### src/rtl/dsl_pkg.sv
// Package of constants for the drive status lamp control block.
package dsl_pkg;
  // Core clock rate in kHz and derived figures.
  localparam int unsigned CLK_KHZ          = 25000;
  // Flash half period in milliseconds.
  localparam int unsigned FLASH_HALF_MS    = 500;
  localparam int unsigned FLASH_HALF_CYC   = FLASH_HALF_MS * CLK_KHZ;
  // Mating deskew time in milliseconds.
  localparam int unsigned DESKEW_MS        = 250;
  localparam int unsigned DESKEW_CYC       = DESKEW_MS * CLK_KHZ;
  // Activity pulse length in milliseconds.
  localparam int unsigned ACT_PULSE_MS     = 100;
  localparam int unsigned ACT_PULSE_CYC    = ACT_PULSE_MS * CLK_KHZ;
  // Counter width large enough for every count above.
  localparam int unsigned CNT_W            = 24;
  // Spin states of the drive.
  typedef enum logic [1:0] {
    DSL_SPIN_STOPPED = 2'h0,
    DSL_SPIN_UP      = 2'h1,
    DSL_SPIN_READY   = 2'h3,
    DSL_SPIN_DOWN    = 2'h2
  } dsl_spin_t;
endpackage

### src/rtl/dsl_lamp_ctrl.sv
// Drive status lamp control: error lamp, activity lamp and power gate.
`timescale 1ns/1ps
module dsl_lamp_ctrl #(
  parameter logic [dsl_pkg::CNT_W-1:0] ACT_PULSE  = dsl_pkg::CNT_W'(dsl_pkg::ACT_PULSE_CYC),
  parameter logic [dsl_pkg::CNT_W-1:0] FLASH_HALF = dsl_pkg::CNT_W'(dsl_pkg::FLASH_HALF_CYC),
  parameter logic [dsl_pkg::CNT_W-1:0] DESKEW     = dsl_pkg::CNT_W'(dsl_pkg::DESKEW_CYC)
) (
  // Clock and reset.
  input  wire logic clk_sys,
  input  wire logic reset,
  // Configuration strap, sampled while no contact is mated; high selects hot-plug patterns.
  input  wire logic hot_plug_mode,
  // Start and mated inputs from the connector, high when open.
  input  wire logic start_1_open,
  input  wire logic start_2_open,
  // Drive state.
  input  wire logic spin_up_active,
  input  wire logic spin_down_active,
  input  wire logic spin_ready,
  input  wire logic internal_failure,
  input  wire logic host_fault_req,
  input  wire logic command_rx,
  input  wire logic vendor_flash_req,
  // Loop bypass enables driven by the drive, active low.
  input  wire logic port_a_loop_bypass_n,
  input  wire logic port_b_loop_bypass_n,
  // Power control level at the pin, pulled up externally on the drive.
  input  wire logic power_control,
  // Error lamp open-drain pin.
  input  wire logic error_lamp_n_in,
  output logic      error_lamp_n_out,
  output logic      error_lamp_n_oe_n,
  // Activity lamp open-drain pin.
  input  wire logic activity_lamp_n_in,
  output logic      activity_lamp_n_out,
  output logic      activity_lamp_n_oe_n,
  // Status.
  output logic      mated,
  output logic      mated_settled,
  output logic      power_rails_on,
  output logic      error_lamp_seen,
  output logic      activity_lamp_seen
);
  // Strap and mating state.
  logic                      mode_hot_q;
  logic                      raw_mated;
  logic                      mated_q;
  logic                      settled_q;
  logic                      deskew_busy;
  logic                      deskew_start;
  dsl_pkg::dsl_spin_t        spin_st;

  // Activity pulse and flash divider.
  logic                      act_busy;
  logic                      flash_q;
  logic [dsl_pkg::CNT_W-1:0] flash_cnt_q;
  logic [dsl_pkg::CNT_W-1:0] flash_cnt_d;
  logic                      flash_tick;

  // Lamp decisions, pin registers and read-back.
  logic                      err_on;
  logic                      act_on;
  logic                      act_on_q;
  logic                      err_on_q;
  logic                      pwr_q;
  logic                      err_seen_q;
  logic                      act_seen_q;

  // Both members of a pair at their active level.
  function automatic logic both_set(input logic a, input logic b);
    return a & b;
  endfunction

  // Mated when either start input reads grounded.
  assign raw_mated    = ~both_set(start_1_open, start_2_open);
  assign deskew_start = raw_mated & ~mated_q;

  // Deskew timer restarts on each new mated indication.
  // Losing both contacts clears it, so a bouncing insertion waits the full time again.
  dsl_timer u_deskew (
    .clk_sys  (clk_sys),
    .reset    (reset),
    .start    (deskew_start),
    .clear    (~raw_mated),
    .load_val (DESKEW),
    .busy     (deskew_busy)
  );

  // Activity pulse timer retriggers on each command received while mated.
  // Unmating clears a running pulse so no stale blink follows a reinsertion.
  dsl_timer u_act (
    .clk_sys  (clk_sys),
    .reset    (reset),
    .start    (command_rx & mated_q),
    .clear    (~mated_q),
    .load_val (ACT_PULSE),
    .busy     (act_busy)
  );

  // Spin state as seen by the lamp patterns; spin-down wins at once.
  assign spin_st = spin_down_active ? dsl_pkg::DSL_SPIN_DOWN :
                   spin_up_active   ? dsl_pkg::DSL_SPIN_UP :
                   spin_ready       ? dsl_pkg::DSL_SPIN_READY :
                                      dsl_pkg::DSL_SPIN_STOPPED;

  // Half second flash divider.
  // The divider runs free, so a pattern may begin part way into a half period.
  assign flash_tick  = (flash_cnt_q == '0);
  assign flash_cnt_d = flash_tick ? FLASH_HALF - 1'b1 : flash_cnt_q - 1'b1;

  // Error lamp: both bypasses, failure or host request.
  assign err_on = both_set(~port_a_loop_bypass_n, ~port_b_loop_bypass_n)
                  | internal_failure | host_fault_req;

  // Activity lamp pattern selection.
  always_comb begin
    act_on = 1'b0;
    if (mated_q) begin
      case (spin_st)
        dsl_pkg::DSL_SPIN_UP, dsl_pkg::DSL_SPIN_DOWN: begin
          act_on = flash_q;
        end
        dsl_pkg::DSL_SPIN_READY: begin
          act_on = mode_hot_q ? ~act_busy : act_busy;
        end
        dsl_pkg::DSL_SPIN_STOPPED: begin
          act_on = act_busy;
        end
        default: begin
          act_on = 1'b0;
        end
      endcase
      if (vendor_flash_req) begin
        act_on = flash_q;
      end
    end
  end

  // Strap capture and mating state; the strap only moves while no contact is mated.
  always_ff @(posedge clk_sys) begin
    if (reset) begin
      mode_hot_q <= 1'b1;
      mated_q    <= 1'b0;
      settled_q  <= 1'b0;
    end else begin
      if (!mated_q && !raw_mated) begin
        mode_hot_q <= hot_plug_mode;
      end
      mated_q    <= raw_mated;
      settled_q  <= raw_mated & mated_q & ~deskew_busy & ~deskew_start;
    end
  end

  // Free running half second flash divider shared by all flashing patterns.
  always_ff @(posedge clk_sys) begin
    if (reset) begin
      flash_q     <= 1'b0;
      flash_cnt_q <= '0;
    end else begin
      flash_cnt_q <= flash_cnt_d;
      if (flash_tick) begin
        flash_q <= ~flash_q;
      end
    end
  end

  // Lamp and power registers; the mated gate keeps a stale decision off the pin.
  always_ff @(posedge clk_sys) begin
    if (reset) begin
      act_on_q <= 1'b0;
      err_on_q <= 1'b0;
      pwr_q    <= 1'b0;
    end else begin
      act_on_q <= act_on & mated_q;
      err_on_q <= err_on;
      pwr_q    <= power_control;
    end
  end

  // Pin read-back: a low pin with the driver released means the backplane pulls it.
  always_ff @(posedge clk_sys) begin
    if (reset) begin
      err_seen_q <= 1'b0;
      act_seen_q <= 1'b0;
    end else begin
      err_seen_q <= ~error_lamp_n_in;
      act_seen_q <= ~activity_lamp_n_in;
    end
  end

  // Open-drain pins: drive low to light the lamp, release otherwise.
  // The output level is fixed low; only the enable moves, so the pin never drives high.
  assign error_lamp_n_out     = 1'b0;
  assign error_lamp_n_oe_n    = ~err_on_q;
  assign activity_lamp_n_out  = 1'b0;
  assign activity_lamp_n_oe_n = ~act_on_q;
  assign mated                = mated_q;
  assign mated_settled        = settled_q;
  assign power_rails_on       = pwr_q;
  assign error_lamp_seen      = err_seen_q;
  assign activity_lamp_seen   = act_seen_q;
endmodule // dsl_lamp_ctrl

### src/rtl/dsl_timer.sv
// Down counter that holds a level for a programmed number of cycles.
`timescale 1ns/1ps
module dsl_timer (
  // Clock and reset.
  input  wire logic                        clk_sys,
  input  wire logic                        reset,
  // Control.
  input  wire logic                        start,
  input  wire logic                        clear,
  input  wire logic [dsl_pkg::CNT_W-1:0]   load_val,
  // Status.
  output logic                             busy
);
  logic [dsl_pkg::CNT_W-1:0] cnt_q;
  logic [dsl_pkg::CNT_W-1:0] cnt_d;

  // Clear to zero first, else load on start, count down otherwise, stop at zero.
  assign cnt_d = clear ? '0 : start ? load_val :
                 (cnt_q != '0) ? cnt_q - 1'b1 : cnt_q;
  assign busy  = (cnt_q != '0);

  // Counter register.
  always_ff @(posedge clk_sys) begin
    if (reset) begin
      cnt_q <= '0;
    end else begin
      cnt_q <= cnt_d;
    end
  end
endmodule // dsl_timer

### config.mk
export PLATFORM = sky130hd
export DESIGN_NAME = dsl_lamp_ctrl
export DESIGN_NICKNAME = d
export VERILOG_FILES = /design/src/rtl/dsl_pkg.sv /design/src/rtl/dsl_lamp_ctrl.sv /design/src/rtl/dsl_timer.sv
export SDC_FILE = /design/constraint.sdc
export NUM_CORES = 1
export LEC_CHECK = 0
export BUFFER_PORTS_ARGS = -buffer_cell sky130_fd_sc_hd__buf_4
export CAP_MARGIN = 20
export CORE_MARGIN = 3
export CORE_UTILIZATION = 60
export DETAILED_ROUTE_END_ITERATION = 8
export GPL_TIMING_DRIVEN = 0
export PLACE_DENSITY = 0.77
export SYNTH_ARGS = -nofsm -noshare
export SYNTH_HDL_FRONTEND = slang
export SYNTH_HIERARCHICAL = 1
export SYNTH_SLANG_ARGS = --single-unit
### constraint.sdc
create_clock -name clk_sys -period 2.5 [get_ports clk_sys]
set_clock_uncertainty 0.2 [all_clocks]
set_input_delay 0.125 -clock clk_sys [delete_from_list [all_inputs] [get_ports clk_sys]]
set_output_delay 0.125 -clock clk_sys [all_outputs]
set_load 0.02 [all_outputs]
* Word level (Yosys, flattened, before mapping)
Cells that the tools add are included.
** Word-level totals
- Register bits after elaboration :: 81
** Cells by class
- Reduce and logical (&&, ||, !) cells :: 14
- Bitwise gates (word level) :: 22
- $add $sub $neg :: 3
- Eq/ne operators :: 3
- Mux-type cells :: 12
** Operators by type and width (number)
- 24-bit by 1-bit subtractor with 24-bit output (second input constant) :: 3
- 24-bit nonzero test :: 2
- 23-bit two-way mux :: 2
- 22-bit two-way mux :: 2
- 24-bit logical NOT :: 1
- 24-bit two-way mux :: 1
- 1-bit inverter :: 12
- 1-bit bitwise AND :: 8
- 2-bit OR reduction :: 4
- 2-bit two-way mux :: 3
- 3-bit OR reduction :: 2
- 2-bit equality test (second input constant) :: 2
- 2-bit nonzero test :: 2
- 1-bit two-way mux :: 3
- 1-bit one-hot mux with 3 select lines :: 1
- 2-bit by 1-bit equality test with 1-bit output (second input constant) :: 1
- 2-bit logical NOT :: 1
- 1-bit bitwise OR :: 2
- 1-bit logical AND :: 1
- 1-bit logical NOT :: 1

* Depth between registers and ports, before layout
- Depth after elaboration :: 9
- Gate-level depth with buffers :: 9
- Mapped depth without buffers :: 8

* Modules after synthesis
Netlist, hierarchy kept.
** Modules (own cells, without submodules)
- dsl_lamp_ctrl :: area each 1597.8 um^2, cells each 176, times used 1
- dsl_timer at u_act :: area each 1405.1 um^2, cells each 168, times used 1
- dsl_timer at u_deskew :: area each 1338.8 um^2, cells each 164, times used 1

* Worst setup path before layout
Ideal clock, no wire load.
- Kind :: register -> register
- Start point :: reg u_act/cnt_q[0] (netlist bit)
- End point :: reg u_act/cnt_q[4] (netlist bit)
- Data required time :: 2.168 ns
- Data arrival time :: 1.696 ns
- Path slack :: 0.471 ns
- Path buffers :: 1
- Stages on the path, launching flop included :: 9
- Period minus slack after synthesis :: 2.029 ns
- Cells stage by stage :: dfxtp_1 > inv_1 > ha_1 > or4b_1 > nor3_4 > buf_4 > a21boi_0 > xnor2_1 > a21oi_1
** On the way
- Longest elaborated chain between the ends :: 1
** Ends and longest elaborated chain
- start: declaration :: line dsl_timer.sv:14 : logic [dsl_pkg::CNT_W-1:0] cnt_q;
- start signal: assignment :: line dsl_timer.sv:27 : cnt_q <= cnt_d;
- 24-bit by 1-bit subtractor with 24-bit output / 24-bit nonzero test (equally long branches) :: line dsl_timer.sv:19 : (cnt_q != '0) ? cnt_q - 1'b1 : cnt_q;
Parallel ways exist; a longest one is shown, timed or not.
A chain may end at the register's enable or synchronous reset.

* Worst setup path in the final report
- Start point :: reg u_deskew/cnt_q[2] (netlist bit)
- End point :: reg u_deskew/cnt_q[18] (netlist bit)
** On the way
- Longest elaborated chain between the ends :: 3
** Ends and longest elaborated chain
- start: declaration :: line dsl_timer.sv:14
- start signal: assignment :: line dsl_timer.sv:27
- 24-bit by 1-bit subtractor with 24-bit output :: line dsl_timer.sv:19
- 23-bit two-way mux :: line dsl_timer.sv:19
- 23-bit two-way mux :: line dsl_timer.sv:18 : assign cnt_d = clear ? '0 : start ? load_val :
Parallel ways exist; a longest one is shown, timed or not. The select of a mux whose other input is x is not followed.

==> results.toml <==
[yosys]
synth_most_common_cell = "dfxtp_1"
synth.avg_cell_area_um2 = 8.55
yosysWarnings = 6
ys.flop_type = "dfxtp_1"
ys_async_sr_fraction_pct = 0
synth.largest_area_cell = "dfxtp_1"
seq_area_frac_synth_pct = 37.3
synth_edf_count = 0
synthTopCellsByArea = "dfxtp_1 37%, xnor2_1 7.7%, o21ai_0 4.8%"
synth.top_cells.by_count = "81 x dfxtp_1, 42 x o21ai_0, 38 x nor2_1, 38 x xnor2_1, 34 x nand2_1"
synthCells = 508
ys_ff_latch = 81
ys_types = 61
syn_area_um2 = 4340
synth_top_area_share_pct = 37.3

[floorplanning]
dieArea_um2 = 8290
ios = 26
start_util_pct = 62.9
core_area_um2 = 6910
die_h_um = 91.1
rows = 30
die_w_um = 91.1

[power_and_ir_drop]
p_sw_mw = 2.02
share_comb_of_total_power_pct = 45.0
total_power_mw = 5.08
p_leak_nw = 1.97
p_clk_share_pct = 19.8
p_int_mw = 3.07
seq_power_share_pct = 35.2
p_per_area_nw_per_um2 = 993
switching_share_pct = 39.7
ir_worst_vdd_uv = 796

[grt]
grt_pass1_wl_mm = 16.1
grt_start_max_net_pins = 13
grt_usage_pct = 23.3
gr-total-overflow = 0
antenna_found_initial = 0
grt_pass1_vias = 3517

[timing]
tightest_slew_ps = 1010
rsz0062_at_grt = "true"
slew_headroom_pct = 32.0
hold_slack_ps = 111
setup_viol = 0
post-route-period-util_pct = 93.6
drv_slew = 0
clock.fmax_mhz = 428
final.min_clock_period_ps = 2340
hold_violations = 0

[layout]
drive_gt1_share_pct = 13.1
areaGrowthSynthToFinish_pct = 17.8
fin_area_um2 = 5110
n_antenna_cell = 0
final_core_util_pct = 74.1
nNetsFinal = 623
n_fill_cell = 559

[drt]
routedWlPerCell_um = 13.4
via_per_inst = 5.47
postRouteWirelength_mm = 9.37
drc_errors = 0
ant_nets = 0
first_pass_iters = 4
drt-initial-drc-count = 118
vias = 3813

[worst_setup_path]
cp-start-kind = "flop"
arrival_ps = 2360
endpoint_kind = "flop"
path_max_fanout = 8
crit_required_ps = 2530
path_class = "reg2reg"

[place]
gp_congestion = 0.857
place_area_um2 = 4810
dpl.hpwl_mm = 6.79
io_buffers = 23

[run]
cap_violations = 0

[clocking]
clk_pin_slew_ps = 80
cts_tree = "yes"
htree_levels = 3
cts_buffer_depth = 2
root_buffer = "clkbuf_8"
numCtsBuffers = 9
clk_latency_ps = 340
postCtsSetupBuffers = 0
clock_sinks = 81

[run_status]
outcome = "completed"

[min_path]
min_path_type = "in2reg"
==> final cells by class <==
class | count | area (µm²) | share of cell area [%]
sequential | 81 | 1620 | 31.7
multi-input combinational | 435 | 2750 | 53.7
clock inverter | 4 | 70.1 | 1.37
timing repair buffer | 31 | 253 | 4.94
tap | 96 | 120 | 2.35
inverter | 17 | 63.8 | 1.25
buffer | 23 | 114 | 2.23
clock buffer | 10 | 128 | 2.50
==> metrics by stage <==
step | setup WS [ps] | TNS, ps | std cells
final | 161 | 0 | 697
after global routing | -9.95 | -9.95 | 697
after CTS | 91.6 | 0 | 697
after detailed placement | -20.0 | -25.8 | 675
after global placement | 51.8 | 0 | 675
after floorplan | 471 | 0 | 556
==> cells by family (layout without fill, tap and decap cells) <==
logic type / Yosys count / in the layout / share of synthesized area, %
AND/OR/NAND/NOR: 202 / 202 / 28.2
AO/OA/AOI/OAI: 122 / 122 / 17.1
multiplexers: 2 / 2 / 0.490
adder cells (fa/ha/maj): 8 / 8 / 2.31
XOR/XNOR: 51 / 51 / 10.3
other: 2 / 50 / 0.173
flip-flops: 81 / 81 / 37.3
buffers and inverters: 40 / 85 / 4.09
==> sequential cells by signal (all words and copies together) (netlist names) <==
name / count
act_on_q: 1
activity_lamp_seen: 1
err_on_q: 1
error_lamp_seen: 1
flash_cnt_q: 24
flash_q: 1
mated: 1
mated_settled: 1
mode_hot_q: 1
power_rails_on: 1
u_act/cnt_q: 24
u_deskew/cnt_q: 24
==> layout by cell type, fill, tap and decap left out, types with 13 or more instances in the layout <==
master    netlist  routed
xnor2_1        38      38
conb_1          2      50
nand3_1        20      20
nor2_1         38      37
nand2_1        34      34
xor2_1         13      13
a21oi_1        29      29
dfxtp_1        81      81
nor3_1         20      20
clkbuf_1       13      14
o21ai_0        42      42
inv_1          17      17
buf_4           4      27
==> routing by layer <==
layer,up-vias,wire length [µm],track usage (%),share of wire [%]
li1,1967,-,-,-
met1,1789,4340,29.7,46
met2,49,4690,39.9,50
met3,8,249,4.31,2.7
met4,0,95,7.04,1.0
met5,-,0,0,0
==> power by group through the flow <==
stage	clock [mW]	sequential (mW)	combinational, mW
detailed placement	0	1.81	2.24
global placement	0	1.80	2.17
CTS	1.02	1.78	2.27
global route	1.07	1.82	2.56
floorplan	0	1.76	1.84
finish	1.01	1.79	2.29
==> path summary, 6_finish.rpt <==
path / slack [ps] / cells past startpoint / end / start
max: 160 / 5 / u_deskew/cnt_q[18] / u_deskew/cnt_q[2]
min: 110 / 4 / u_act/cnt_q[17] / command_rx
max reg2reg: 160 / 5 / u_deskew/cnt_q[18] / u_deskew/cnt_q[2]
min reg2reg: 300 / 1 / flash_cnt_q[0] / flash_cnt_q[0]
==> critical path: stages, from the launching register on <==
cell and delay [ps]:
dfxtp_1 370, nor4_4 480, nand2_1 280, nor3_1 480
a211oi_1 140, a211o_1 280
==> timing repair <==
action,4_1_cts,5_1_grt
hold buffers,8,0
setup endpoints to repair,0,16
resized for setup,0,4
hold endpoints to repair,11,0
Power figures use the tool's default switching activity.
